## config.mk

```make
export PLATFORM = sky130hd
export DESIGN_NAME = sbrg_top
export DESIGN_NICKNAME = d
export VERILOG_FILES = /design/src/hw/sbrg_pkg.sv /design/src/hw/sbrg_smp_if.sv /design/src/hw/sbrg_majority.sv /design/src/hw/sbrg_top.sv
export SDC_FILE = /design/constraint.sdc
export NUM_CORES = 1
export LEC_CHECK = 0
export ABC_AREA = 1
export BUFFER_PORTS_ARGS = -buffer_cell sky130_fd_sc_hd__buf_2
export CAP_MARGIN = 5
export CORE_MARGIN = 10
export CORE_UTILIZATION = 62
export DETAILED_ROUTE_END_ITERATION = 7
export PLACE_DENSITY = 0.85
export SYNTH_ARGS = -nofsm -noshare
export SYNTH_HDL_FRONTEND = slang
export SYNTH_SLANG_ARGS = --single-unit
```

## constraint.sdc

```tcl
create_clock -name CLOCK -period 4.8 [get_ports CLOCK]
set_input_delay 0.72 -clock CLOCK [delete_from_list [all_inputs] [get_ports CLOCK]]
set_output_delay 0.72 -clock CLOCK [all_outputs]
set_load 0.005 [all_outputs]
```

## src/hw/sbrg_pkg.sv

```systemverilog
// constants of the serial rate generator: register map, field positions,
// reset values and divide ratios
// assumes an 8-bit register port and one system clock
package sbrg_pkg;
  localparam int ADDR_W = 8;
  localparam int DATA_W = 8;
  // register offsets
  localparam logic [7:0] OFS_RX_CTRL = 8'h18;
  localparam logic [7:0] OFS_TX_CTRL = 8'h98;
  localparam logic [7:0] OFS_DIVISOR = 8'h99;
  localparam logic [7:0] OFS_STATUS = 8'h9a;
  // reset values
  localparam logic [7:0] RST_RX_CTRL = 8'h00;
  localparam logic [7:0] RST_TX_CTRL = 8'h02;
  localparam logic [7:0] RST_DIVISOR = 8'h00;
  // writable bits
  localparam logic [7:0] WMASK_RX_CTRL = 8'hf8;
  localparam logic [7:0] WMASK_TX_CTRL = 8'hf5;
  // transmit_status_control fields
  localparam int TX_CLOCK_SOURCE_BIT = 7;
  localparam int TX_SYNC_BIT = 4;
  localparam int TX_HIGH_SPEED_BIT = 2;
  localparam int TX_SHIFT_EMPTY_BIT = 1;
  // receive_status_control fields
  localparam int RX_SERIAL_ENABLE_BIT = 7;
  // status register fields
  localparam int ST_RX_BIT = 0;
  localparam int ST_RUNNING = 1;
  localparam int ST_SLEEP = 2;
  // divide ratios of the bit rate against the system clock
  localparam int PRESCALE = 4;
  localparam int DIV_SYNC = 4;
  localparam int DIV_ASYNC_HIGH = 16;
  localparam int DIV_ASYNC_LOW = 64;
  localparam int PRE_W = 2;
  localparam int PHASE_W = 4;
  localparam logic [PRE_W-1:0] PRE_LAST = PRE_W'(PRESCALE - 1);
  localparam logic [PHASE_W-1:0] PHASES_SYNC = PHASE_W'(DIV_SYNC / PRESCALE - 1);
  localparam logic [PHASE_W-1:0] PHASES_HIGH = PHASE_W'(DIV_ASYNC_HIGH / PRESCALE - 1);
  localparam logic [PHASE_W-1:0] PHASES_LOW = PHASE_W'(DIV_ASYNC_LOW / PRESCALE - 1);
  // samples taken per received bit
  localparam int SAMPLES = 3;
endpackage

```

## src/hw/sbrg_smp_if.sv

```systemverilog
// carries the sample strobes and majority result between the generator
// and its majority sampler; one clock domain
`timescale 1ns/10ps
`default_nettype none
interface sbrg_smp_if;
  logic sample_en;
  logic clear;
  logic pin_level;
  logic level;
  logic full;
  modport prod (output sample_en, output clear, output pin_level, input level, input full);
  modport cons (input sample_en, input clear, input pin_level, output level, output full);
endinterface
`default_nettype wire

```

## src/hw/sbrg_majority.sv

```systemverilog
// three-sample majority detector for the receive pin
// assumes the pin level is already synchronised to the clock
`timescale 1ns/10ps
`default_nettype none
module sbrg_majority (
  // clock and reset
  input wire logic clk,
  input wire logic rst,
  // strobes and result
  sbrg_smp_if.cons smp
);
  logic [sbrg_pkg::SAMPLES-1:0] shift_q, shift_d;
  logic [1:0] cnt_q, cnt_d;

  always_comb begin
    shift_d = shift_q;
    cnt_d = cnt_q;
    if (smp.clear) begin
      cnt_d = 2'h0;
    end
    if (smp.sample_en) begin
      shift_d = {shift_q[sbrg_pkg::SAMPLES-2:0], smp.pin_level};
      if (cnt_d != 2'(sbrg_pkg::SAMPLES)) begin
        cnt_d = cnt_d + 2'h1;
      end
    end
  end

  always_ff @(posedge clk or posedge rst) begin
    if (rst) begin
      shift_q <= 3'h7;
      cnt_q <= 2'h0;
    end else begin
      shift_q <= shift_d;
      cnt_q <= cnt_d;
    end
  end

  assign smp.level = (shift_q[0] & shift_q[1]) | (shift_q[1] & shift_q[2])
                     | (shift_q[0] & shift_q[2]);
  assign smp.full = (cnt_q == 2'(sbrg_pkg::SAMPLES));
endmodule
`default_nettype wire

```

## src/hw/sbrg_top.sv

```systemverilog
// serial bit-rate generator with its control registers and receive sampler
// assumes a same-clock register port; pins arrive asynchronously
//
// Our own choice: strobed register access.
`timescale 1ns/10ps
`default_nettype none
module sbrg_top (
  // clock and reset
  input wire logic CLOCK,
  input wire logic RST,
  // register port
  input wire logic [sbrg_pkg::ADDR_W-1:0] ADDR,
  input wire logic [sbrg_pkg::DATA_W-1:0] WR_DATA,
  input wire logic WR_STB,
  input wire logic RD_STB,
  output logic [sbrg_pkg::DATA_W-1:0] RD_DATA,
  // power and neighbour status
  input wire logic SLEEP,
  input wire logic TX_SHIFT_EMPTY,
  // pins
  input wire logic RX_PIN,
  input wire logic CK_PIN,
  // rate and receive outputs
  output logic BAUD_TICK,
  output logic RX_BIT,
  output logic RX_BIT_STROBE,
  // mode outputs
  output logic SYNC_MODE,
  output logic HIGH_SPEED,
  output logic MASTER_MODE,
  output logic SERIAL_ENABLE
);
  // control registers
  logic [7:0] rx_ctrl_q, rx_ctrl_d;
  logic [7:0] tx_ctrl_q, tx_ctrl_d;
  logic [7:0] divisor_q, divisor_d;
  logic [7:0] rd_data_q, rd_data_d;
  // synchronisers
  logic rx_s1_q, rx_s2_q;
  logic ck_s1_q, ck_s2_q, ck_s3_q;
  // generator state
  logic [sbrg_pkg::PRE_W-1:0] pre_q, pre_d;
  logic [7:0] timer_q, timer_d;
  logic [sbrg_pkg::PHASE_W-1:0] phase_q, phase_d;
  logic tick_q, tick_d;
  logic rx_bit_q, rx_bit_d;
  logic strobe_q, strobe_d;
  // decoded controls
  logic div_write;
  logic run;
  logic gen_clear;
  logic pre_tick;
  logic rate_tick;
  logic bit_end;
  logic slave_edge;
  logic [sbrg_pkg::PHASE_W-1:0] phase_last;
  logic [sbrg_pkg::PHASE_W-1:0] phase_mid;
  logic sync_m, high_m, master_m, enable_m;
  logic [7:0] status;
  // registered copies of the mode bits for the outputs
  logic sync_q, sync_d, high_q, high_d;
  logic master_q, master_d, enable_q, enable_d;
  // synchroniser next values
  logic rx_s1_d, rx_s2_d;
  logic ck_s1_d, ck_s2_d, ck_s3_d;

  // true on the three rate ticks centred on the middle of a bit
  function automatic logic in_window(input logic [sbrg_pkg::PHASE_W-1:0] phase,
                                     input logic [sbrg_pkg::PHASE_W-1:0] mid);
    logic [sbrg_pkg::PHASE_W-1:0] lo;
    logic [sbrg_pkg::PHASE_W-1:0] hi;
    lo = mid - sbrg_pkg::PHASE_W'(1);
    hi = mid + sbrg_pkg::PHASE_W'(1);
    return (phase >= lo) && (phase <= hi);
  endfunction

  sbrg_smp_if smp ();

  sbrg_majority u_majority (
    .clk(CLOCK),
    .rst(RST),
    .smp(smp)
  );

  // register write path
  always_comb begin
    rx_ctrl_d = rx_ctrl_q;
    tx_ctrl_d = tx_ctrl_q;
    divisor_d = divisor_q;
    if (WR_STB) begin
      unique case (ADDR)
        sbrg_pkg::OFS_RX_CTRL: begin
          rx_ctrl_d = WR_DATA & sbrg_pkg::WMASK_RX_CTRL;
        end
        sbrg_pkg::OFS_TX_CTRL: begin
          tx_ctrl_d = WR_DATA & sbrg_pkg::WMASK_TX_CTRL;
        end
        sbrg_pkg::OFS_DIVISOR: begin
          divisor_d = WR_DATA;
        end
        default: begin
        end
      endcase
    end
  end

  assign div_write = WR_STB && (ADDR == sbrg_pkg::OFS_DIVISOR);

  // live status of the generator
  always_comb begin
    status = 8'h00;
    status[sbrg_pkg::ST_RX_BIT] = rx_bit_q;
    status[sbrg_pkg::ST_RUNNING] = run;
    status[sbrg_pkg::ST_SLEEP] = SLEEP;
  end

  // read data stand one cycle after the strobe
  always_comb begin
    rd_data_d = 8'h00;
    if (RD_STB) begin
      unique case (ADDR)
        sbrg_pkg::OFS_RX_CTRL: begin
          rd_data_d = rx_ctrl_q;
        end
        sbrg_pkg::OFS_TX_CTRL: begin
          rd_data_d = tx_ctrl_q;
          rd_data_d[sbrg_pkg::TX_SHIFT_EMPTY_BIT] = TX_SHIFT_EMPTY;
        end
        sbrg_pkg::OFS_DIVISOR: begin
          rd_data_d = divisor_q;
        end
        sbrg_pkg::OFS_STATUS: begin
          rd_data_d = status;
        end
        default: begin
          rd_data_d = 8'h00;
        end
      endcase
    end
  end

  always_ff @(posedge CLOCK or posedge RST) begin
    if (RST) begin
      rx_ctrl_q <= sbrg_pkg::RST_RX_CTRL;
      tx_ctrl_q <= sbrg_pkg::RST_TX_CTRL;
      divisor_q <= sbrg_pkg::RST_DIVISOR;
      rd_data_q <= 8'h00;
    end else begin
      rx_ctrl_q <= rx_ctrl_d;
      tx_ctrl_q <= tx_ctrl_d;
      divisor_q <= divisor_d;
      rd_data_q <= rd_data_d;
    end
  end

  // pin synchronisers; ck_s3 only follows ck_s2 for edge finding
  always_comb begin
    rx_s1_d = RX_PIN;
    rx_s2_d = rx_s1_q;
    ck_s1_d = CK_PIN;
    ck_s2_d = ck_s1_q;
    ck_s3_d = ck_s2_q;
  end

  always_ff @(posedge CLOCK or posedge RST) begin
    if (RST) begin
      rx_s1_q <= 1'h1;
      rx_s2_q <= 1'h1;
      ck_s1_q <= 1'h0;
      ck_s2_q <= 1'h0;
      ck_s3_q <= 1'h0;
    end else begin
      rx_s1_q <= rx_s1_d;
      rx_s2_q <= rx_s2_d;
      ck_s1_q <= ck_s1_d;
      ck_s2_q <= ck_s2_d;
      ck_s3_q <= ck_s3_d;
    end
  end

  assign sync_m = tx_ctrl_q[sbrg_pkg::TX_SYNC_BIT];
  assign master_m = tx_ctrl_q[sbrg_pkg::TX_CLOCK_SOURCE_BIT];
  assign enable_m = rx_ctrl_q[sbrg_pkg::RX_SERIAL_ENABLE_BIT];
  assign high_m = tx_ctrl_q[sbrg_pkg::TX_HIGH_SPEED_BIT] & ~sync_m;

  // mode outputs take the next register values, so they move with the registers
  always_comb begin
    sync_d = tx_ctrl_d[sbrg_pkg::TX_SYNC_BIT];
    master_d = tx_ctrl_d[sbrg_pkg::TX_CLOCK_SOURCE_BIT];
    enable_d = rx_ctrl_d[sbrg_pkg::RX_SERIAL_ENABLE_BIT];
    high_d = tx_ctrl_d[sbrg_pkg::TX_HIGH_SPEED_BIT] & ~sync_d;
  end

  always_ff @(posedge CLOCK or posedge RST) begin
    if (RST) begin
      sync_q <= sbrg_pkg::RST_TX_CTRL[sbrg_pkg::TX_SYNC_BIT];
      master_q <= sbrg_pkg::RST_TX_CTRL[sbrg_pkg::TX_CLOCK_SOURCE_BIT];
      enable_q <= sbrg_pkg::RST_RX_CTRL[sbrg_pkg::RX_SERIAL_ENABLE_BIT];
      high_q <= sbrg_pkg::RST_TX_CTRL[sbrg_pkg::TX_HIGH_SPEED_BIT]
                & ~sbrg_pkg::RST_TX_CTRL[sbrg_pkg::TX_SYNC_BIT];
    end else begin
      sync_q <= sync_d;
      master_q <= master_d;
      enable_q <= enable_d;
      high_q <= high_d;
    end
  end

  assign run = enable_m & ~SLEEP;
  assign gen_clear = div_write | ~run;

  assign pre_tick = run && (pre_q == sbrg_pkg::PRE_LAST);
  assign rate_tick = pre_tick && (timer_q == 8'h00);

  always_comb begin
    if (sync_m) begin
      phase_last = sbrg_pkg::PHASES_SYNC;
    end else if (high_m) begin
      phase_last = sbrg_pkg::PHASES_HIGH;
    end else begin
      phase_last = sbrg_pkg::PHASES_LOW;
    end
  end

  assign phase_mid = phase_last >> 1;
  assign bit_end = rate_tick && (phase_q == phase_last);

  assign slave_edge = run && ck_s2_q && !ck_s3_q;

  always_comb begin
    pre_d = pre_q;
    timer_d = timer_q;
    phase_d = phase_q;
    if (gen_clear) begin
      pre_d = '0;
      timer_d = divisor_d;
      phase_d = '0;
    end else begin
      pre_d = pre_q + sbrg_pkg::PRE_W'(1);
      if (pre_tick) begin
        if (timer_q == 8'h00) begin
          timer_d = divisor_q;
        end else begin
          timer_d = timer_q - 8'h01;
        end
      end
      if (rate_tick) begin
        if (phase_q == phase_last) begin
          phase_d = '0;
        end else begin
          phase_d = phase_q + sbrg_pkg::PHASE_W'(1);
        end
      end
    end
  end

  // bit tick and received bit
  always_comb begin
    tick_d = 1'h0;
    rx_bit_d = rx_bit_q;
    strobe_d = 1'h0;
    if (sync_m && !master_m) begin
      tick_d = slave_edge;
    end else begin
      // a tick due in a clearing cycle is dropped so the new period starts whole
      tick_d = bit_end && !gen_clear;
    end
    if (tick_d && smp.full) begin
      rx_bit_d = smp.level;
      strobe_d = 1'h1;
    end
  end

  always_ff @(posedge CLOCK or posedge RST) begin
    if (RST) begin
      pre_q <= '0;
      timer_q <= sbrg_pkg::RST_DIVISOR;
      phase_q <= '0;
      tick_q <= 1'h0;
      rx_bit_q <= 1'h1;
      strobe_q <= 1'h0;
    end else begin
      pre_q <= pre_d;
      timer_q <= timer_d;
      phase_q <= phase_d;
      tick_q <= tick_d;
      rx_bit_q <= rx_bit_d;
      strobe_q <= strobe_d;
    end
  end

  always_comb begin
    smp.pin_level = rx_s2_q;
    // every tick or clear starts a fresh set of three samples
    smp.clear = tick_d | gen_clear;
    if (sync_m) begin
      smp.sample_en = run;
    end else begin
      smp.sample_en = rate_tick && in_window(phase_q, phase_mid);
    end
  end

  // outputs: data from flip-flops, modes from their registered copies
  assign RD_DATA = rd_data_q;
  assign BAUD_TICK = tick_q;
  assign RX_BIT = rx_bit_q;
  assign RX_BIT_STROBE = strobe_q;
  assign SYNC_MODE = sync_q;
  assign HIGH_SPEED = high_q;
  assign MASTER_MODE = master_q;
  assign SERIAL_ENABLE = enable_q;
endmodule
`default_nettype wire

```

==> run metrics, run 1 <==
status complete, no violations; Yosys top cell by area dfrtp_1; Netlist cell types between 40 and 50; worst-case vdd ir drop 0.197 mV; Die Ht roughly 90 µm; initial core utilization a little over three fifths; gr ovfl total 0; CTS buffer count 5; Avg WL per Cell roughly 15 µm; number of flops mapped to enable cells by yosys 0; Worst Setup End Kind flop; ant diodes 0; MaxCap Viol Count 0; Post-Syn Instances 346; most frequent cells after synthesis nand2_1 (90), dfrtp_1 (49), inv_1 (42), nor2_1 (25), o21ai_0 (18); largest net degree at the start of global routing 56; CTS tree built; top cell type's share of synthesized area between 40% and 50%; Mapped Avg Cell Area approximately 8.5 µm²; worst skew pair latency 0.31 ns; htree depth 2; GP Congestion roughly 0.9; simple-gate portion of the synthesized area around 27%; routed vias/inst 5.50; initial antenna violation count 0; detailed placement HPWL just under 5 mm; setup tns final 0 ns; I/O pin cnt 39; CTS Hold Bufs 0; Min Clock Period, post-route 2.08 ns; final hold slack about 0.36 ns; top_reg_cell synth dfrtp_1; row cnt 25; min-delay worst type reg2reg; xor and xnor fraction of the mapped netlist area 1.49%; Final period util around 43%; GRT Util Overall 17.8%; Area contributors post-synth dfrtp_1 (42%), nand2_1 (11%), dfstp_2 (5.4%); RSZ-0062 raised after global routing no; post-synthesis sequential area ratio between 40% and 50%; final core occ 69.9%; vias in the first global route about 2500; post-cts resize count 0; area delta synth->final 10.6%; max-slew violations 0; die area a little under 8000 µm²; most frequent cell after synthesis nand2_1; post-layout net count between 400 and 500; largest family of logic cells by synthesized area simple AND/OR/NAND/NOR gates; Adder-Cell Fraction of Synth Area ~5.0%; Synth Warn # 0; hold depth 0; Final Hold Fails 0; worst rel slew slack a little over a quarter; pwr/cell area 294 nW/µm²; post-route cell area 3260 µm²; via count 2432; first-pass GRT wire length 11.2 mm; Final Setup Violations 0; Pleak around 0.0017 µW; crit path DAT between 2 and 2.5 ns; final clock skew 0.0110 ns; Worst Reg-to-Reg Cells 12; DRC 0; Port Buf Inserts 38; final wirelength 6.42 mm; core area 4660 µm²; #FFs+latches synth between 50 and 60; layout cells sized above 1 between 20% and 30%; top fanout value on the critical path 10; DRT antenna net count 0; clock transition at the registers of the reported paths 0.10 ns; Crit Path Category reg2reg; Crit path required time approximately 5.0 ns; drt first pass iters 4; Post-Syn Nets around 380; CTS max path bufs 2; mapped cell area ~2900 µm²; fraction of registers with async set/reset between 90% and 100%; root buffer cell clkbuf_8; DR iter-0 viols 128; Die Wd between 80 and 90 µm; slew of the pin with the lowest slew margin about 1.1 ns; crit start category flop; setup bufs post-CTS 0; post-synthesis mux area share 0.765%; Max Freq 481 MHz; Synth Area in Compound Gates 10.7%; clock sinks 55; DP Area approximately 3200 µm²
==> worst paths after layout <==
check                             start                   to  slack, ns
setup / recovery           tx_ctrl_q[4]  u_majority.cnt_q[0]       2.72
hold / removal                  rx_s1_q              rx_s2_q       0.36
setup reg to reg           tx_ctrl_q[4]  u_majority.cnt_q[0]       2.72
hold reg to reg                 rx_s1_q              rx_s2_q       0.36
max in group asynchronous           RST         divisor_q[3]       3.45
min in group asynchronous           RST           timer_q[3]       0.68
==> cell usage in the layout, fill, tap and decap left out, types with 4 or more instances in the layout <==
cell	synthesis	routed
xor2_1	5	5
a31oi_1	4	4
nor2_1	25	25
inv_1	42	41
buf_2	2	38
o21ai_1	9	9
nand4_1	5	5
o211ai_1	5	5
nand3_1	17	17
o21ai_0	18	18
ha_1	11	11
dfstp_2	6	6
clkbuf_8	0	5
dfrtp_1	49	49
nand2_2	7	7
inv_2	4	5
nand2_1	90	90
a21oi_1	9	9
==> worst max-delay path, cell delays in order, from the launching register on <==
cell	delay [ns]
dfrtp_1	0.56
nor2_1	0.23
inv_1	0.07
ha_1	0.34
a21oi_1	0.08
o21ai_0	0.16
nand2_1	0.10
nand3_2	0.07
nand2_2	0.06
nand2_4	0.10
clkinv_4	0.07
nand2_1	0.08
nand2_1	0.05
==> layer usage <==
| layer | global-route usage [%] | vias up | share of wire [%] |
|---|---|---|---|
| li1 | - | 1200 | - |
| met1 | 21.7 | 1135 | 41 |
| met2 | 30.6 | 81 | 50 |
| met3 | 3.28 | 16 | 6.9 |
| met4 | 6.75 | 0 | 2.4 |
| met5 | 0 | - | 0 |
==> report_power, final <==
part / switching, µW / leakage, µW / internal, µW
clock: 151 / 0.0000483 / 103
sequential: 27.6 / 0.000702 / 499
combinational: 113 / 0.000962 / 63.5
==> cells by family (layout without fill, tap and decap cells) <==
family          Yosys count  in the layout
flops                    55             55
xor+xnor                  5              5
mux                       2              2
buf+inv                  54             96
compound gates           54             54
other cells               1              1
fa+ha+maj                12             12
simple gates            163            163
==> metrics by stage <==
step	total power [µW]	worst slack, ns	instances
after floorplan	661	2.75	346
after global placement	705	2.52	434
after detailed placement	711	2.43	434
after CTS	963	2.72	442
after global routing	1010	2.50	442
final	957	2.72	442
==> cell type report <==
class	count	area, µm²
multi-input combinational	237	1320
fill	384	1410
clock inverter	3	18.8
timing repair buffer	38	190
clock buffer	5	68.8
tap	54	67.6
inverter	50	204
sequential	55	1380
==> flip-flops by register name, summed over array words and instances (netlist names) <==
signal	flops
ck_s3_q	1
rx_s2_q	1
pre_q	2
ck_s1_q	1
rx_s1_q	1
BAUD_TICK	1
divisor_q	8
timer_q	8
u_majority.shift_q	3
ck_s2_q	1
HIGH_SPEED	1
RX_BIT_STROBE	1
tx_ctrl_q	6
phase_q	4
RX_BIT	1
rx_ctrl_q	5
RD_DATA	8
u_majority.cnt_q	2
Power figures use the tool's default switching activity.
==> run 2: changes to the inputs <==
- CORE_UTILIZATION: 62 -> 57
- PLACE_DENSITY: 0.85 -> 0.79
- clock period: 4.8 -> 2.1 ns (I/O delays scaled with it)
==> run 2 against run 1 <==
  * Register-to-register slack worse by 2.5 ns
  * First-iteration DRC count is 2.3% lower
  * Sequential share of layout area fell by 0.95 points
  * Wire length is 0.51% lower
  * Maximum frequency rose by 8.5%
  * Clock power grew to 2.8 times the previous value
  * Largest power group unchanged
  * Total power grew 140%
  * Via count up 0.37%
  * Highest routed layer unchanged
  * Flip-flop and latch count stayed put
==> run metrics, run 2 (synthesis gave the netlist of run 1 again) <==
gr ovfl total 0; vias in the first global route 2507; initial core utilization between 50% and 60%; clock sinks between 50 and 60; Pleak between 0.0015 and 0.002 µW; commonest non-fill, non-tap cells in the layout nand2_1 (90), dfrtp_1 (48), inv_1 (41); worst-case vdd ir drop between 0.4 and 0.5 mV; RSZ-0062 raised after global routing no; commonest non-fill, non-tap cell in the layout nand2_1; GRT Util Overall about 16%; DRT antenna net count 0; ant diodes 0; drt first pass iters 4; CTS Hold Bufs 0; root buffer cell clkbuf_8; post-cts resize count 0; MaxCap Viol Count 0; crit start category flop; worst skew pair latency just over 0.3 ns; Die Wd 91.9 µm; status complete, no violations; area delta synth->final 13.3%; CP peak stage delay roughly 0.5 ns; clock transition at the registers of the reported paths 0.10 ns; htree depth 2; FILL cells ~430; storage element area ~1400 µm²; CTS max path bufs 2; I/O pin cnt 39; min-delay worst type in2async; largest net degree at the start of global routing 31; setup bufs post-CTS 0; final wirelength 6.39 mm; GP Congestion slightly below 0.9; setup tns final 0 ns; Final period util between 90 and 100%; Worst Setup End Kind flop; Final Hold Fails 0; CP delay by family, top simple AND/OR/NAND/NOR gates; Max Freq about 520 MHz; Min Clock Period, post-route approximately 1.9 ns; routed vias/inst around 5.3; top fanout value on the critical path 10; via count 2441; Final Setup Violations 0; Die Ht ~92 µm; Port Buf Inserts 38; DR iter-0 viols roughly 130; Crit Path Category reg2reg; CP max stage cell dfrtp_2; worst path buffer plus inverter count 2; crit path DAT approximately 2.1 ns; max-slew violations 0; detailed placement HPWL roughly 5 mm; CTS buffer count 5; multi-input logic area ~1300 µm²; post-layout net count 424; CP cell instances nor2_1 -> inv_1 -> ha_1 -> a21oi_1 -> o21ai_0 -> nand2_1 -> nand3_2 -> nand2_2 -> nand2_4 -> clkinv_4 -> nand2_1 -> nand2_1; Avg WL per Cell approximately 14 µm; layout cells sized above 1 between 20% and 30%; pwr/cell area roughly 700 nW/µm²; die area 8440 µm²; Crit path required time 2.31 ns; core area 5040 µm²; slew of the pin with the lowest slew margin about 0.55 ns; row cnt 26; CP dominant cell by count nand2_1; final clock skew approximately 0.010 ns; post-route cell area approximately 3300 µm²; CTS tree built; DP Area around 3200 µm²; worst rel slew slack 63.3%; initial antenna violation count 0; first-pass GRT wire length between 10 and 15 mm; DRC 0
## run 2: metal layers
layer  share of wire, %  global-route usage (%)  wire length [µm]
met1                 43                    18.9              2730
met2                 51                    26.8              3240
met3                4.1                    2.93               265
met4                2.3                    6.56               145
met5                  0                       0                 0
## run 2: worst register-to-register path, delay by kind of cell, from the launching register on
family,cells,cell delay (ns)
buf+inv,2,0.14
simple gates,7,0.61
flops,1,0.51
compound gates,2,0.23
fa+ha+maj,1,0.33
## run 2: cell type report
type | instances | share of cell area (%)
Clock buffer | 5 | 2.06
Tap cell | 70 | 2.63
Clock inverter | 3 | 1.43
Timing Repair Buffer | 40 | 6.53
Sequential cell | 55 | 41.6
Multi-Input combinational cell | 237 | 39.7
Inverter | 50 | 6.12
## run 2: report_power, final
group | switching, µW | leakage (µW) | internal, µW
registers | 62.9 | 0.000702 | 1140
logic | 254 | 0.000976 | 151
clock network | 354 | 0.0000587 | 362
total | 670 | 0.00174 | 1650
## run 2: path summary, 6_finish.rpt
| check | depth (start not counted) | end | from | slack [ns] |
|---|---|---|---|---|
| max | 12 | u_majority.cnt_q[0] | tx_ctrl_q[4] | 0.19 |
| min | 2 | divisor_q[1] | RST | 0.04 |
| max reg2reg | 12 | u_majority.cnt_q[0] | tx_ctrl_q[4] | 0.19 |
| min reg2reg | 0 | ck_s2_q | ck_s1_q | 0.36 |
| max in group asynchronous | 3 | rx_s2_q | RST | 1.45 |
| min in group CLOCK | 1 | rx_s1_q | RX_PIN | 0.10 |
## run 2: stage by stage
step | cells | setup WS [ns] | power, µW | hold WS (ns) | util, %
after floorplan | 346 | 0.338 | 1510 | 0.319 | -
after global placement | 452 | 0.238 | 1610 | 0.335 | 63.8
after detailed placement | 452 | 0.158 | 1630 | 0.340 | 63.8
after CTS | 460 | 0.135 | 2340 | 0.0522 | 66.1
after global routing | 460 | 0.0461 | 2440 | 0.0702 | 66.1
final | 460 | 0.185 | 2320 | 0.0376 | 66.1
